`config.mk`:
```
export PLATFORM = sky130hd
export DESIGN_NAME = lfo_ctrl
export DESIGN_NICKNAME = d
export VERILOG_FILES = /design/src/logic/lfo_ctrl.v
export VERILOG_INCLUDE_DIRS = /design/src /design/src/logic
export SDC_FILE = /design/constraint.sdc
export NUM_CORES = 1
export LEC_CHECK = 0
export BUFFER_PORTS_ARGS = -buffer_cell sky130_fd_sc_hd__buf_2
export CORE_AREA = 8 8 106 89
export CTS_BUF_LIST = sky130_fd_sc_hd__clkbuf_4 sky130_fd_sc_hd__clkbuf_8
export DETAILED_ROUTE_END_ITERATION = 12
export DIE_AREA = 0 0 114 97
export PLACE_DENSITY = 0.75
export RECOVER_POWER = 50
export SYNTH_ARGS = -nofsm -noshare
export SYNTH_HDL_FRONTEND = slang
export SYNTH_SLANG_ARGS = --single-unit
```
`constraint.sdc`:
```
create_clock -name clk -period 3.1 [get_ports clk]
set_clock_uncertainty 0.05 [all_clocks]
set_input_delay 0.155 -clock clk [delete_from_list [all_inputs] [get_ports clk]]
set_output_delay 0.155 -clock clk [all_outputs]
set_load 0.01 [all_outputs]
```
`src/logic/lfo_defines.vh`:
```
`ifndef LFO_DEFINES_VH
`define LFO_DEFINES_VH
`define LFO_ADDR_LF_CTRL 8'h86
`define LFO_ADDR_MULT 8'hb9
`define LFO_MULT_READ 8'he0
`define LFO_BIT_EN 7
`define LFO_BIT_RDY 6
`define LFO_TRIM_HI 5
`define LFO_TRIM_LO 2
`define LFO_DIV_HI 1
`define LFO_DIV_LO 0
`define LFO_TRIM_RESET 4'h8
// Settling time, 100 us of 25 MHz cycles
`define LFO_STAB_CYC 12'h9c4
// Half period at trim 0000b, about 80 kHz undivided
`define LFO_BASE_HALF 9'h09c
`endif

```
`src/logic/lfo_ctrl.v`:
```
`include "lfo_defines.vh"
module lfo_ctrl (
  input wire clk, // 25 MHz clock
  input wire rstn, // Async reset, active low
  input wire ce, // Clock enable
  input wire [7:0] sfr_addr, // Register address
  input wire sfr_wr, // Write strobe
  input wire [7:0] sfr_wdata, // Write data
  input wire sfr_rd, // Read strobe
  input wire t2_capture_mode, // Timer 2 capture mode
  input wire t3_capture_mode, // Timer 3 capture mode
  input wire [15:0] t2_count, // Timer 2 count high:low
  input wire [15:0] t3_count, // Timer 3 count high:low
  output reg [7:0] sfr_rdata, // Read data
  output reg lf_clk, // Divided oscillator output
  output reg lf_running, // Oscillator enabled
  output reg t2_capture, // Timer 2 capture pulse
  output reg t3_capture, // Timer 3 capture pulse
  output reg [15:0] t2_reload, // Timer 2 reload high:low
  output reg [15:0] t3_reload // Timer 3 reload high:low
);
  // Register fields
  reg en_ff;
  reg rdy_ff;
  reg [3:0] trim_ff;
  reg [1:0] div_ff;

  // Settling counter and oscillator model
  reg [11:0] stab_ff;
  reg [8:0] half_ff;
  reg [2:0] dcnt_ff;
  reg osc_ff;
  reg prev_ff;

  // Next-state values
  reg nxt_en;
  reg nxt_rdy;
  reg [3:0] nxt_trim;
  reg [1:0] nxt_div;
  reg [11:0] nxt_stab;
  reg [8:0] nxt_half;
  reg [2:0] nxt_dcnt;
  reg nxt_osc;
  reg nxt_lf;
  reg [7:0] nxt_rdata;

  wire wr_lf;
  wire div_change;
  wire half_end;
  wire fall_seen;
  wire rise_seen;
  wire [8:0] half_len;
  wire [2:0] div_mask;

  // Register address match
  function addr_hit;
    input [7:0] addr;
    input [7:0] target;
    begin
      addr_hit = (addr == target);
    end
  endfunction

  // Divider counter bits used for a divider select code
  function [2:0] mask_of;
    input [1:0] sel;
    begin
      case (sel)
        2'h0: mask_of = 3'h7; // Divide by 8
        2'h1: mask_of = 3'h3; // Divide by 4
        2'h2: mask_of = 3'h1; // Divide by 2
        default: mask_of = 3'h0; // Divide by 1
      endcase
    end
  endfunction

  assign wr_lf = sfr_wr && addr_hit(sfr_addr, `LFO_ADDR_LF_CTRL);
  assign div_change = wr_lf &&
    (sfr_wdata[`LFO_DIV_HI:`LFO_DIV_LO] != div_ff);
  assign half_len = `LFO_BASE_HALF + {5'h00, trim_ff};
  assign half_end = (half_ff >= half_len - 9'h001);
  assign div_mask = mask_of(div_ff);
  assign fall_seen = prev_ff && !lf_clk;
  assign rise_seen = !prev_ff && lf_clk;

  // Writable fields of the oscillator control register
  always @* begin
    nxt_en = en_ff;
    nxt_trim = trim_ff;
    nxt_div = div_ff;
    if (wr_lf) begin
      nxt_en = sfr_wdata[`LFO_BIT_EN];
      nxt_trim = sfr_wdata[`LFO_TRIM_HI:`LFO_TRIM_LO];
      nxt_div = sfr_wdata[`LFO_DIV_HI:`LFO_DIV_LO];
    end
  end

  // Divider change restarts settling; clear wins over set
  always @* begin
    nxt_rdy = rdy_ff;
    nxt_stab = stab_ff;
    if (div_change) begin
      nxt_rdy = 1'b0;
      nxt_stab = 12'h000;
    end else if (en_ff && !rdy_ff) begin
      if (stab_ff == `LFO_STAB_CYC - 12'h001)
        nxt_rdy = 1'b1;
      else
        nxt_stab = stab_ff + 12'h001;
    end
  end

  // Oscillator half-period counter and post-divider count
  always @* begin
    nxt_half = half_ff;
    nxt_osc = osc_ff;
    nxt_dcnt = dcnt_ff;
    if (!en_ff) begin
      nxt_half = 9'h000;
      nxt_osc = 1'b0;
      nxt_dcnt = 3'h0;
    end else if (half_end) begin
      nxt_half = 9'h000;
      nxt_osc = ~osc_ff;
      if (osc_ff)
        nxt_dcnt = dcnt_ff + 3'h1;
    end else begin
      nxt_half = half_ff + 9'h001;
    end
  end

  // Divided output, high in the upper half of the count; the oscillator itself at divide by 1
  always @* begin
    if (div_mask == 3'h0)
      nxt_lf = osc_ff;
    else
      nxt_lf = ((dcnt_ff & div_mask) > (div_mask >> 1));
  end

  // Read data, held until the next read
  always @* begin
    nxt_rdata = sfr_rdata;
    if (sfr_rd) begin
      if (addr_hit(sfr_addr, `LFO_ADDR_MULT))
        nxt_rdata = `LFO_MULT_READ;
      else if (addr_hit(sfr_addr, `LFO_ADDR_LF_CTRL))
        nxt_rdata = {en_ff, rdy_ff, trim_ff, div_ff};
      else
        nxt_rdata = 8'h00;
    end
  end

  always @(posedge clk or negedge rstn) begin
    if (!rstn) begin
      en_ff <= 1'b0;
      trim_ff <= `LFO_TRIM_RESET;
      div_ff <= 2'h0;
    end else if (ce) begin
      en_ff <= nxt_en;
      trim_ff <= nxt_trim;
      div_ff <= nxt_div;
    end
  end

  always @(posedge clk or negedge rstn) begin
    if (!rstn) begin
      rdy_ff <= 1'b0;
      stab_ff <= 12'h000;
    end else if (ce) begin
      rdy_ff <= nxt_rdy;
      stab_ff <= nxt_stab;
    end
  end

  always @(posedge clk or negedge rstn) begin
    if (!rstn) begin
      half_ff <= 9'h000;
      osc_ff <= 1'b0;
      dcnt_ff <= 3'h0;
    end else if (ce) begin
      half_ff <= nxt_half;
      osc_ff <= nxt_osc;
      dcnt_ff <= nxt_dcnt;
    end
  end

  always @(posedge clk or negedge rstn) begin
    if (!rstn) begin
      lf_clk <= 1'b0;
      prev_ff <= 1'b0;
      lf_running <= 1'b0;
    end else if (ce) begin
      lf_clk <= nxt_lf;
      prev_ff <= lf_clk;
      lf_running <= en_ff;
    end
  end

  // Timer 2 captures on a falling output edge
  always @(posedge clk or negedge rstn) begin
    if (!rstn) begin
      t2_capture <= 1'b0;
      t2_reload <= 16'h0000;
    end else if (ce) begin
      t2_capture <= t2_capture_mode && fall_seen;
      if (t2_capture_mode && fall_seen)
        t2_reload <= t2_count;
    end
  end

  // Timer 3 captures on a rising output edge
  always @(posedge clk or negedge rstn) begin
    if (!rstn) begin
      t3_capture <= 1'b0;
      t3_reload <= 16'h0000;
    end else if (ce) begin
      t3_capture <= t3_capture_mode && rise_seen;
      if (t3_capture_mode && rise_seen)
        t3_reload <= t3_count;
    end
  end

  always @(posedge clk or negedge rstn) begin
    if (!rstn)
      sfr_rdata <= 8'h00;
    else if (ce)
      sfr_rdata <= nxt_rdata;
  end
endmodule // lfo_ctrl

```
# ---- Yosys cells after proc, flatten, opt, wreduce, memory -nomap -nowiden
# Index checks and enable logic that the tools add are counted.
dict set report word_totals {
  register_bits 78
  word_cells 73
  input_bits 55
}
dict set report op_classes {
  n_lt_le_gt_ge 2
  n_bitwise 2
  reduce_logical 22
  add_sub_neg 5
  n_mux 17
  n_eq_ne 9
}
# op n
set ops {}
lappend ops {{$mux W12} 3}
lappend ops {{$mux W9} 2}
lappend ops {{$eq A8 B8 Y1 const B} 2}
lappend ops {{$mux W8} 2}
lappend ops {{$add A12 B1 Y12 const B} 1}
lappend ops {{$eq A12 B12 Y1 const B} 1}
lappend ops {{$reduce_and A2 Y1} 5}
lappend ops {{$add A8 B4 Y9 const A} 1}
lappend ops {{$add A9 B1 Y9 const B} 1}
lappend ops {{$ge A9 B9 Y1} 1}
lappend ops {{$mux W3} 3}
lappend ops {{$pmux W3 S3} 1}
lappend ops {{$reduce_and A3 Y1} 3}
lappend ops {{$sub A9 B1 Y9 const B} 1}
lappend ops {{$logic_and A1 B1 Y1} 7}
lappend ops {{$mux W1} 6}
lappend ops {{$ne A2 B1 Y1 const B} 2}
lappend ops {{$reduce_bool A2 Y1} 2}
lappend ops {{$add A3 B1 Y3 const B} 1}
lappend ops {{$and A3 B3 Y3} 1}
lappend ops {{$gt A3 B2 Y1} 1}
lappend ops {{$logic_not A1 Y1} 3}
lappend ops {{$logic_not A3 Y1} 1}
lappend ops {{$eq A2 B1 Y1 const B} 1}
lappend ops {{5 further kinds} 5}

# ---- Depth between registers and ports, before layout
# Gate-level depths: netlist of the first run.
dict set report depth {
  ltp_word 5
  depth_mapped 10
  ltp_nobuf 10
}

# ---- Worst setup path after synthesis of the first run
# OpenSTA, ideal clock, no wires.
dict set report synth_path {
  path_type {flip-flop to flip-flop}
  from {register trim_ff[0]}
  to {register osc_ff}
  required_ps 2925
  stages_incl_launch_ff 11
  setup_slack_ps 796
  arrival_ps 2129
  synth_period_minus_slack_ps 2304
  path_cell_list {dfrtp_1 inv_1 ha_1 inv_1 a21o_1 ha_1 o21ai_0 nand2_1 nand3_1 o21ai_0 mux2_2}
}
dict set report synth_via {
  elab_chain_cells 5
}
# element line_no
set synth_rtl {}
lappend synth_rtl {{start: declaration} lfo_ctrl.v:25} ;# reg [3:0] trim_ff;
lappend synth_rtl {{start signal: assignment} lfo_ctrl.v:156} ;# trim_ff <= `LFO_TRIM_RESET;
lappend synth_rtl {{start signal: assignment} lfo_ctrl.v:160} ;# trim_ff <= nxt_trim;
lappend synth_rtl {{$add A8 B4 Y9 (no source line)} -}
lappend synth_rtl {{$sub A9 B1 Y9} lfo_ctrl.v:81} ;# assign half_end = (half_ff >= half_len - 9'h001);
lappend synth_rtl {{$ge A9 B9 Y1} lfo_ctrl.v:81}
lappend synth_rtl {{$ne A2 B1 Y1 (no source line)} -}
lappend synth_rtl {{$reduce_and A2 Y1 (no source line)} -}
lappend synth_rtl {{end signal: assignment} lfo_ctrl.v:182} ;# osc_ff <= nxt_osc;
lappend synth_rtl {{end: declaration} lfo_ctrl.v:32} ;# reg osc_ff;
# Every way passes these cells.
# A chain may end at the register's enable or synchronous reset.

# ---- Worst setup path after layout of the first run
dict set report layout_path {
  from {register trim_ff[1]}
  to {register osc_ff}
}
# Same word-level chain as after synthesis.

==> summary.txt, run 1 <==
Synth
  – Synth Instances: 326
  – FF+latch count, synth: about 80
  – Post-synth EDFFs: 0
  – Distinct cells, synth: between 40 and 50
  – Primary FF master, synth: dfrtp_1
  – Seq/Total Area, Yosys: a little over half
  – Synth async-reset ratio: between 90% and 100%
  – Synth warn: 0
  – Post-Syn Area per Cell: 11.4 sq um
  – Syn_nets: between 300 and 400
  – Syn Std Cell Area: between 3000 and 4000 sq um

Floorplan
  – Die Y: a little under 100 microns
  – Chip width: ~110 microns
  – Initial Util: between 40% and 50%
  – # rows: 29
  – Die ar.: about 11,000 sq um
  – Core Area: 7690 sq um
  – Io pins: slightly below 100

Clocking
  – PostCTS Resize Cnt: 0
  – CTS tree: yes
  – Htree depth: 3
  – Clock sink total: ~80
  – CTS Buf Count: 9
  – Clock transition at path regs: approximately 0.080 ns
  – Root Buffer: clkbuf_8
  – Clk buf depth: 2
  – Clock latency on the worst-skew pair: approximately 0.34 ns

Worst setup path
  – Crit-path slowest cell: o21ai_0
  – CP Capture Type: flip-flop
  – Worst-path maximum fanout: 12
  – Worst Path Buf+Inv: 0
  – Worst path top cell family by delay: compound AO/OA/AOI/OAI gates
  – Critical Path AT: around 2.8 ns
  – CP dominant cell by count: o21ai_0
  – Critical path launch point type: flip-flop
  – Largest stage delay on the critical path: between 0.5 and 0.6 ns
  – Required time worst endpoint: roughly 3.3 ns
  – Crit path cell chain: o21ai_0, xnor2_1, ha_1, nand2_1, o2111a_1, o21ai_0, mux2_2
  – Critical path type: reg2reg

Placed design
  – RD Place Congestion: 0.799
  – Placed cell areas: 4290 sq um
  – Port Buffers: 97
  – Detailed Place HPWL: a little over 6000 microns

Power and ir drop
  – Part of the power in registers: 56.7%
  – Leakage: 2.25 nW
  – Share of total power in combinational logic: under 10%
  – Clock Power Share: between 30% and 40%
  – Sw Share: approximately a quarter
  – Internal power: 0.00139 W
  – Power per standard cell area: 388 nW/um^2
  – VDD IR-drop max: approximately 0.32 mV
  – Net switching power: approximately 0.00045 W

STA
  – Slew @ Worst Pin: about 1.9 ns
  – Final TNS setup: 0 ns
  – Final setup fails: 0
  – Fin. max-slew vios: between 70 and 80
  – Final hold vios: 0
  – Max-slew headroom: -25.6%
  – Crit path time final: 2.58 ns
  – Final Cycle Share: between 80 and 90%
  – Fmax: slightly below 400 MHz
  – RSZ-0062 raised after global routing: no

Routing
  – DR DRC count: 0
  – Starting DRT DRC Count: 102
  – First-pass DRT Iterations: 4
  – Routed vias: around 3,000
  – WL/cell: around 15 microns
  – DRT Wirelength: approximately 8600 microns
  – Final ANT Viol Nets: 0
  – Routed vias/inst: 5.25

Job
  – # Max-Cap Violations: 1

Outcome
  – Failing checks: capacitance limit, slew limit
  – Status: complete, but fails checks

GRT
  – Vias in the first global route: between 3,000 and 4,000
  – Initial antenna violation count: 0
  – GR Util All Layers: between 15 and 20%
  – Largest net degree at the start of global routing: 79
  – First-pass GRT wire length: 14,800 microns
  – GR Overflow Total: 0

Final layout
  – # diodes: 0
  – Syn-to-layout area delta: 27.7%
  – Layout cells sized above 1: between 20% and 30%
  – Most frequent cells in the layout: 77 x dfrtp_1, 51 x buf_2, 46 x clkbuf_1
  – Commonest non-fill, non-tap cell in the layout: dfrtp_1
  – Fillcell total: ~680
  – Nets@finish: between 500 and 600
  – Final Cell Area: 4750 sq um

Hold path
  – Min-delay worst type: in2reg
[power groups by stage]
stage	Clock, W	Combinational (W)	Sequential (W)
final	0.000652	0.000147	0.00104
after global routing	0.000720	0.000168	0.00105
after CTS	0.000682	0.000154	0.00104
after detailed placement	0	0.000117	0.00106
after global placement	0	0.000112	0.00106
after floorplan	0	0.0000425	0.00106
[Yosys cell counts (2+ instances only)]
cell | n | area share, %
o2111ai_1 | 3 | 0.71
a21oi_1 | 15 | 2.0
nand2_1 | 27 | 2.7
nor4_1 | 4 | 0.67
o211ai_1 | 8 | 1.6
or3_1 | 6 | 1.0
nand4b_1 | 3 | 0.71
a22o_1 | 5 | 1.2
xor2_1 | 4 | 0.94
ha_1 | 10 | 3.4
and3_1 | 7 | 1.2
nor2b_1 | 3 | 0.50
nand2b_1 | 4 | 0.67
o221ai_1 | 2 | 0.47
buf_6 | 2 | 0.61
buf_2 | 3 | 0.40
or4_1 | 5 | 1.0
dfrtp_1 | 77 | 52
nor2_1 | 14 | 1.4
o31a_1 | 2 | 0.47
clkbuf_1 | 7 | 0.71
o21ai_0 | 19 | 2.6
o21a_1 | 2 | 0.40
o2111a_1 | 2 | 0.61
nand4_1 | 2 | 0.34
xnor2_1 | 4 | 0.94
inv_1 | 12 | 1.2
mux2_2 | 40 | 12
nand3_1 | 14 | 1.9
nor3_1 | 2 | 0.27
a31oi_1 | 2 | 0.34
[area by class of cell]
type,instances,area (sq um),share of cell area (%)
tap,108,135,2.85
inverter,12,45.0,0.949
sequential,78,1950,41.1
clock inverter,6,40.0,0.843
timing repair buffer,136,811,17.1
clock buffer,9,124,2.61
multi-input combinational,224,1640,34.5
[worst reg2reg max path, stage by stage (launching register included)]
cell      delay (ns)
dfrtp_1         0.39
o21ai_0         0.24
xnor2_1         0.13
ha_1            0.32
nand2_1         0.06
o2111a_1        0.38
o21ai_0         0.51
mux2_2          0.39
[timing repair]
action / 4_1_cts / 5_1_grt
setup buffers: 0 / 0
endpoints found under the hold margin: 113 / 0
hold buffers: 37 / 0
[layer usage]
| layer | GRT usage (%) | up-vias | routed length (microns) | share of wire (%) |
|---|---|---|---|---|
| met5 | 0 | - | 0 | 0 |
| met4 | 3.58 | 0 | 46 | 0.53 |
| met3 | 4.97 | 6 | 431 | 5.0 |
| met2 | 28.7 | 63 | 4410 | 51 |
| met1 | 18.6 | 1474 | 3740 | 43 |
| li1 | - | 1468 | - | - |
[registers in the layout (all words and copies together), names as in the netlist, 2 cells and up]
| register | count |
|---|---|
| t2_reload | 16 |
| div_ff | 2 |
| t3_reload | 16 |
| trim_ff | 4 |
| half_ff | 9 |
| dcnt_ff | 3 |
| sfr_rdata | 8 |
| stab_ff | 12 |
[logic make-up (layout without fill, tap and decap cells)]
group	after synthesis	in the layout	synth area share, %
adder cells (fa/ha/maj)	10	10	3.37
buffers and inverters	24	163	2.93
flip-flops	78	78	52.5
multiplexers	41	41	12.8
AND/OR/NAND/NOR	99	99	14.6
AO/OA/AOI/OAI	66	66	11.8
XOR/XNOR	8	8	1.88
[through the flow]
step | power [W] | cells | util (%) | setup slack [ns] | hold WS, ns
2_1_floorplan | 0.00111 | 326 | - | 0.796 | -0.191
3_3_place_gp | 0.00118 | 521 | 55.8 | 0.577 | 0.310
3_5_place_dp | 0.00118 | 521 | 55.8 | 0.532 | 0.313
4_1_cts | 0.00188 | 573 | 62.7 | 0.505 | 0.0119
5_1_grt | 0.00193 | 573 | 61.7 | 0.291 | 0.0160
6_report | 0.00184 | 573 | 61.7 | 0.521 | 0.0294
[path summary, 6_finish.rpt]
check	cells past startpoint	slack (ns)	start	end
min in group asynchronous	2	0.81	rstn	stab_ff[6]
hold reg to reg	1	0.46	t2_reload[15]	t2_reload[15]
setup reg to reg	7	0.52	trim_ff[1]	osc_ff
hold / removal	2	0.03	sfr_wdata[1]	div_ff[1]
setup / recovery	7	0.52	trim_ff[1]	osc_ff
max in group asynchronous	2	1.06	rstn	sfr_rdata[0]
Note: power is estimated with default switching activity, not from simulation.
==> run 2, diff against run 1 <==
==> constraint.sdc (replaced) <==
create_clock -name clk -period 2.6 [get_ports clk]
set_clock_uncertainty 0.05 [all_clocks]
set_input_delay 0.13 -clock clk [delete_from_list [all_inputs] [get_ports clk]]
set_output_delay 0.13 -clock clk [all_outputs]
set_load 0.01 [all_outputs]
==> summary.txt, run 2 (synthesis results as in run 1) <==
Outcome
  – Status: complete, but fails checks (unchanged)
  – Failing checks: capacitance limit, slew limit (unchanged)

STA
  – RSZ-0062 raised after global routing: no (unchanged)
  – Hold WS: 0.0725 ns (was 0.0294 ns)
  – Max-slew headroom: -26.6% (was -25.6%)
  – Slew @ Worst Pin: 1.90 ns (was 1.88 ns)
  – Final Cycle Share: 92.9% (was 83.2%)
  – Final worst setup slack: 0.186 ns (was 0.521 ns)
  – Fin. max-slew vios: 79 (unchanged)
  – Final hold vios: 0 (unchanged)
  – Final setup fails: 0 (unchanged)
  – Fmax: 414 MHz (was 388 MHz)
  – Crit path time final: 2.41 ns (was 2.58 ns)
  – Final TNS setup: 0 ns (unchanged)

Clocking
  – CTS Buf Count: 9 (unchanged)
  – Clock latency on the worst-skew pair: 0.34 ns (about the same)
  – Clk buf depth: 2 (unchanged)
  – Clock sink total: 78 (unchanged)
  – CTS tree: yes (unchanged)
  – Root Buffer: clkbuf_8 (unchanged)
  – Htree depth: 3 (unchanged)
  – Post CTS Setup Buffer Count: 0 (unchanged)
  – Clock transition at path regs: 0.08 ns (about the same)

Worst setup path
  – Reg-to-reg startpoint: trim_ff[0] (was trim_ff[1])
  – Worst r2r dst: half_ff[2] (was osc_ff)
  – Largest stage delay on the critical path: 0.41 ns (was 0.51 ns)
  – Critical path launch point type: flip-flop (unchanged)
  – Worst-path maximum fanout: 12 (unchanged)
  – Crit-path slowest cell: o311ai_0 (was o21ai_0)
  – CP Capture Type: flip-flop (unchanged)
  – Critical path type: reg2reg (unchanged)
  – Crit path cell chain: inv_1, ha_1, inv_1, a21o_1, ha_1, nor2_1, o2111a_2, o21ai_0, o311ai_0 (was o21ai_0, xnor2_1, ha_1, nand2_1, o2111a_1, o21ai_0, mux2_2)
  – R2R setup slack: 0.19 ns (was 0.52 ns)
  – R2R depth: 9 (was 7)
  – Critical Path AT: 2.57 ns (was 2.76 ns)
  – CP Launch Point: trim_ff[0] (was trim_ff[1])
  – Required time worst endpoint: 2.76 ns (was 3.28 ns)

Floorplan
  – Io pins: 99 (unchanged)
  – Core Area: 7690 sq um (unchanged)
  – Chip width: 114 microns (unchanged)
  – Die ar.: 11,100 sq um (unchanged)
  – # rows: 29 (unchanged)
  – Initial Util: 48.3% (unchanged)
  – Die Y: 97 microns (unchanged)

Routing
  – Starting DRT DRC Count: 122 (was 102)
  – DR DRC count: 0 (unchanged)
  – Routed vias/inst: 5.22 (was 5.25)
  – Final ANT Viol Nets: 0 (unchanged)
  – WL/cell: 15.1 microns (about the same)
  – Routed vias: 3,021 (was 3,011)
  – First-pass DRT Iterations: 4 (unchanged)
  – DRT Wirelength: 8760 microns (was 8630 microns)

Hold path
  – Hold EP: sfr_rdata[7] (was div_ff[1])
  – Worst Hold Path Cells: 3 (was 2)
  – Min-delay worst type: in2reg (unchanged)
  – Hold Startpoint: sfr_rd (was sfr_wdata[1])

Job
  – # Max-Cap Violations: 1 (unchanged)

GRT
  – Largest net degree at the start of global routing: 79 (unchanged)
  – GR Util All Layers: 16.2% (about the same)
  – Initial antenna violation count: 1 (was 0)
  – First-pass GRT wire length: 14,700 microns (was 14,800 microns)
  – GR Overflow Total: 0 (unchanged)
  – Vias in the first global route: 3,043 (was 3,126)

Power and ir drop
  – VDD IR-drop max: 0.324 mV (was 0.319 mV)
  – Leakage: 2.28 nW (was 2.25 nW)
  – Overall power: 0.00228 W (was 0.00184 W)
  – Power per standard cell area: 473 nW/um^2 (was 388 nW/um^2)

Final layout
  – Top flop regs: t2_reload (16), t3_reload (16), stab_ff (12) (unchanged)
  – Fillcell total: 664 (was 676)
  – Layout cells sized above 1: 24.7% (was 24.1%)
  – Syn-to-layout area delta: 29.7% (was 27.7%)
  – Commonest non-fill, non-tap cell in the layout: dfrtp_1 (unchanged)
  – Nets@finish: 530 (was 526)
  – Most frequent cells in the layout: 77 x dfrtp_1, 51 x buf_2, 45 x clkbuf_1 (was 77 x dfrtp_1, 51 x buf_2, 46 x clkbuf_1)

Placed design
  – Pre-CTS WS: 0.149 ns (was 0.532 ns)
  – RD Place Congestion: 0.800 (was 0.799)
  – Detailed Place HPWL: 6050 microns (was 6040 microns)
  – Port Buffers: 97 (unchanged)
==> run 2: cell types whose count changed in the layout (fill, tap and decap cells not counted), sizes merged <==
cell         before  now
buf              52   54
clkbuf           56   59
clkinv            5    2
diode             0    1
dlygate4sd3      37   40
==> run 2: stage by stage <==
stage | cells | instance area (sq um) | util, %
floorplan | 326 | 3720 | -
finish | 579 | 4820 | 62.7
global route | 579 | 4820 | 62.7
global placement | 522 | 4300 | 55.9
detailed placement | 522 | 4300 | 55.9
CTS | 578 | 4890 | 63.6
==> run 2: worst max path at each step <==
stage,endpoint,slack [ns],depth (start not counted)
after detailed placement,half_ff[2],0.15,9
after floorplan,osc_ff,0.30,10
after global routing,half_ff[2],0.006,9
after global placement,half_ff[2],0.28,9
after CTS,half_ff[2],0.06,9
final,half_ff[2],0.19,9
==> run 2: what timing repair did <==
| action | 4_1_cts | 5_1_grt |
|---|---|---|
| endpoints found under the setup margin | 0 | 1 |
| hold buffers | 40 | 0 |
| endpoints found under the hold margin | 116 | 0 |
| resized for setup | 0 | 1 |
==> run 2: area by class of cell <==
type                            instances  area, sq um  share of cell area, %
Timing Repair Buffer                  140          852                   17.7
Clock buffer                           13          173                   3.58
Multi-Input combinational cell        224         1640                   34.1
Inverter                               12         45.0                  0.935
Clock inverter                          3         17.5                  0.363
Antenna cell                            1         2.50                 0.0519
Sequential cell                        78         1950                   40.5
Tap cell                              108          135                   2.80
==> run 2: power by group <==
part,internal [W],switching (W)
clock network,0.000433,0.000418
registers,0.00123,0.0000163
logic,0.0000932,0.0000885
total,0.00176,0.000523
==> run 2: critical path: cells and delay by family, from the launching register on <==
| family | cells | cell delay [ns] |
|---|---|---|
| simple gates | 1 | 0.15 |
| buf+inv | 2 | 0.15 |
| compound gates | 4 | 1.15 |
| fa+ha+maj | 2 | 0.37 |
| flops | 1 | 0.40 |
==> run 2: per-layer routing <==
layer,vias up,wire length [microns],GRT usage [%]
met5,-,0,0
met3,4,490,5.09
met1,1464,3770,19.9
met2,78,4470,27.4
met4,0,31,2.66
li1,1475,-,-
==> run 3, diff against run 2 <==
--- a/config.mk
+++ b/config.mk
@@ -7,11 +7,11 @@
 export NUM_CORES = 1
 export LEC_CHECK = 0
 export BUFFER_PORTS_ARGS = -buffer_cell sky130_fd_sc_hd__buf_2
-export CORE_AREA = 8 8 106 89
+export CORE_AREA = 8 8 117 98
 export CTS_BUF_LIST = sky130_fd_sc_hd__clkbuf_4 sky130_fd_sc_hd__clkbuf_8
 export DETAILED_ROUTE_END_ITERATION = 12
-export DIE_AREA = 0 0 114 97
-export PLACE_DENSITY = 0.75
+export DIE_AREA = 0 0 125 106
+export PLACE_DENSITY = 0.62
 export RECOVER_POWER = 50
 export SYNTH_ARGS = -nofsm -noshare
 export SYNTH_HDL_FRONTEND = slang
==> summary.txt, run 3 (synthesis results as in run 1) <==
STA
  – Final worst setup slack: 0.250 ns (was 0.186 ns)
  – Crit path time final: 2.35 ns (was 2.41 ns)
  – Final setup fails: 0 (unchanged)
  – RSZ-0062 raised after global routing: no (unchanged)
  – Max-slew headroom: -29.2% (was -26.6%)
  – Final Cycle Share: 90.4% (was 92.9%)
  – Final hold vios: 0 (unchanged)
  – Slew @ Worst Pin: 1.94 ns (was 1.90 ns)
  – Final TNS setup: 0 ns (unchanged)
  – Fin. max-slew vios: 79 (unchanged)
  – Fmax: 426 MHz (was 414 MHz)

GRT
  – Vias in the first global route: 3,083 (was 3,043)
  – Initial antenna violation count: 0 (was 1)
  – GR Overflow Total: 0 (unchanged)
  – Largest net degree at the start of global routing: 79 (unchanged)
  – First-pass GRT wire length: 14,900 microns (was 14,700 microns)
  – GR Util All Layers: 13.6% (was 16.2%)

Floorplan
  – Chip width: 125 microns (was 114 microns)
  – Initial Util: 38.1% (was 48.3%)
  – # rows: 33 (was 29)
  – Die ar.: 13,300 sq um (was 11,100 sq um)
  – Io pins: 99 (unchanged)
  – Die Y: 106 microns (was 97 microns)
  – Core Area: 9740 sq um (was 7690 sq um)

Worst setup path
  – Crit-path slowest cell: dfrtp_1 (was o311ai_0)
  – Worst Path Buf+Inv: 2 (unchanged)
  – Largest stage delay on the critical path: 0.40 ns (was 0.41 ns)
  – R2R depth: 10 (was 9)
  – Critical path launch point type: flip-flop (unchanged)
  – Critical path depth: 10 (was 9)
  – CP Launch Point: trim_ff[0] (unchanged)
  – CP Capture Type: flip-flop (unchanged)
  – Worst r2r dst: osc_ff (was half_ff[2])
  – Worst path top cell family by delay: compound AO/OA/AOI/OAI gates (unchanged)
  – Critical Path AT: 2.53 ns (was 2.57 ns)
  – Reg-to-reg startpoint: trim_ff[0] (unchanged)
  – Crit path cell chain: inv_1, ha_1, inv_1, a21o_1, ha_1, o21ai_0, nand2_1, nand3_1, o21ai_0, mux2_2 (was inv_1, ha_1, inv_1, a21o_1, ha_1, nor2_1, o2111a_2, o21ai_0, o311ai_0)
  – Required time worst endpoint: 2.78 ns (was 2.76 ns)
  – R2R setup slack: 0.25 ns (was 0.19 ns)
  – Worst-path maximum fanout: 7 (was 12)
  – Critical path type: reg2reg (unchanged)
  – Crit path to: osc_ff (was half_ff[2])

Clocking
  – Clock transition at path regs: 0.08 ns (about the same)
  – Clock sink total: 78 (unchanged)
  – CTS Buf Count: 9 (unchanged)
  – CTS tree: yes (unchanged)
  – Clk buf depth: 2 (unchanged)
  – Htree depth: 3 (unchanged)
  – Root Buffer: clkbuf_8 (unchanged)
  – Post CTS Setup Buffer Count: 0 (unchanged)
  – Clock latency on the worst-skew pair: 0.34 ns (about the same)

Routing
  – First-pass DRT Iterations: 4 (unchanged)
  – Routed vias/inst: 5.13 (was 5.22)
  – DRT Wirelength: 8910 microns (was 8760 microns)
  – Routed vias: 3,041 (was 3,021)
  – DR DRC count: 0 (unchanged)
  – Final ANT Viol Nets: 0 (unchanged)
  – WL/cell: 15.0 microns (was 15.1 microns)
  – Starting DRT DRC Count: 202 (was 122)

Final layout
  – Most frequent cells in the layout: 77 x dfrtp_1, 51 x buf_2, 45 x clkbuf_1 (unchanged)
  – Post-Layout Cell Count: 593 (was 579)
  – Nets@finish: 532 (was 530)
  – # diodes: 0 (was 1)
  – Syn-to-layout area delta: 30.7% (was 29.7%)
  – Top flop regs: t2_reload (16), t3_reload (16), stab_ff (12) (unchanged)
  – Fillcell total: 917 (was 664)
  – Commonest non-fill, non-tap cell in the layout: dfrtp_1 (unchanged)
  – Layout cells sized above 1: 24.8% (was 24.7%)

Placed design
  – Port Buffers: 97 (unchanged)
  – Dpl cells: 538 (was 522)
  – Detailed Place HPWL: 6110 microns (was 6050 microns)
  – Pre-CTS WS: 0.202 ns (was 0.149 ns)
  – RD Place Congestion: 0.796 (was 0.800)

Power and ir drop
  – Leakage: 2.30 nW (was 2.28 nW)
  – VDD IR-drop max: 0.296 mV (was 0.324 mV)
  – Overall power: 0.00235 W (was 0.00228 W)
  – Power per standard cell area: 484 nW/um^2 (was 473 nW/um^2)

Job
  – # Max-Cap Violations: 1 (unchanged)

Outcome
  – Failing checks: capacitance limit, slew limit (unchanged)
  – Status: complete, but fails checks (unchanged)

Hold path
  – Min-delay worst type: in2reg (unchanged)
[run 3: cell types whose count changed in the layout (fill, tap and decap cells not counted)]
cell,delta
clkinvlp_4,-1
bufinv_16,+1
diode_2,-1
clkbuf_8,-2
buf_4,+2
clkbuf_4,+3
clkinv_2,-2
[run 3: worst min path at each step]
stage	cells past startpoint	from	slack [ns]	to
detailed placement	3	sfr_wdata[3]	0.30	trim_ff[1]
CTS	3	sfr_rd	0.04	sfr_rdata[7]
floorplan	0	rstn	-0.22	dcnt_ff[0]
global route	3	sfr_rd	0.05	sfr_rdata[7]
global placement	3	sfr_wdata[2]	0.29	trim_ff[0]
finish	3	sfr_rd	0.06	sfr_rdata[7]
[run 3: worst register-to-register path: cells and delay by family, from the launching register on]
family / cells / cell delay, ns
and+or+nand+nor: 2 / 0.28
buffers and inverters: 2 / 0.15
adders and majority gates: 2 / 0.44
muxes: 1 / 0.37
DFF: 1 / 0.40
AOI/OAI and AO/OA: 3 / 0.55
[run 3: stage by stage]
stage	utilization, %	hold slack [ns]	area (sq um)
after floorplan	-	-0.216	3720
after global placement	44.5	0.291	4330
after detailed placement	44.5	0.302	4330
after CTS	50.6	0.0362	4930
after global routing	49.8	0.0491	4860
final	49.8	0.0592	4860
[run 3: layer usage]
layer | GRT usage [%] | part of all wire [%] | up-vias
met5 | 0 | 0 | -
li1 | - | - | 1477
met4 | 3.64 | 0.67 | 0
met3 | 4.30 | 4.8 | 5
met2 | 23.8 | 51 | 61
met1 | 15.9 | 44 | 1498
[run 3: cell type report]
class | instances | area (sq um) | area share (%)
sequential | 78 | 1950 | 40.2
multi-input combinational | 224 | 1640 | 33.8
timing repair buffer | 142 | 867 | 17.9
clock buffer | 14 | 168 | 3.45
tap | 122 | 153 | 3.14
inverter | 12 | 45.0 | 0.927
clock inverter | 1 | 30.0 | 0.618
[run 3: power breakdown]
part | internal, W | total (W) | leakage [nW] | switching (W)
Sequential | 0.00123 | 0.00125 | 1.07 | 0.0000163
Combinational | 0.0000940 | 0.000183 | 1.13 | 0.0000890
Clock | 0.000509 | 0.000920 | 0.104 | 0.000410
[run 3: timing repair]
| item | 4_1_cts | 5_1_grt |
|---|---|---|
| hold buffers | 40 | 0 |
| resized for setup | 0 | 1 |
| endpoints found under the setup margin | 0 | 1 |
| endpoints found under the hold margin | 116 | 0 |
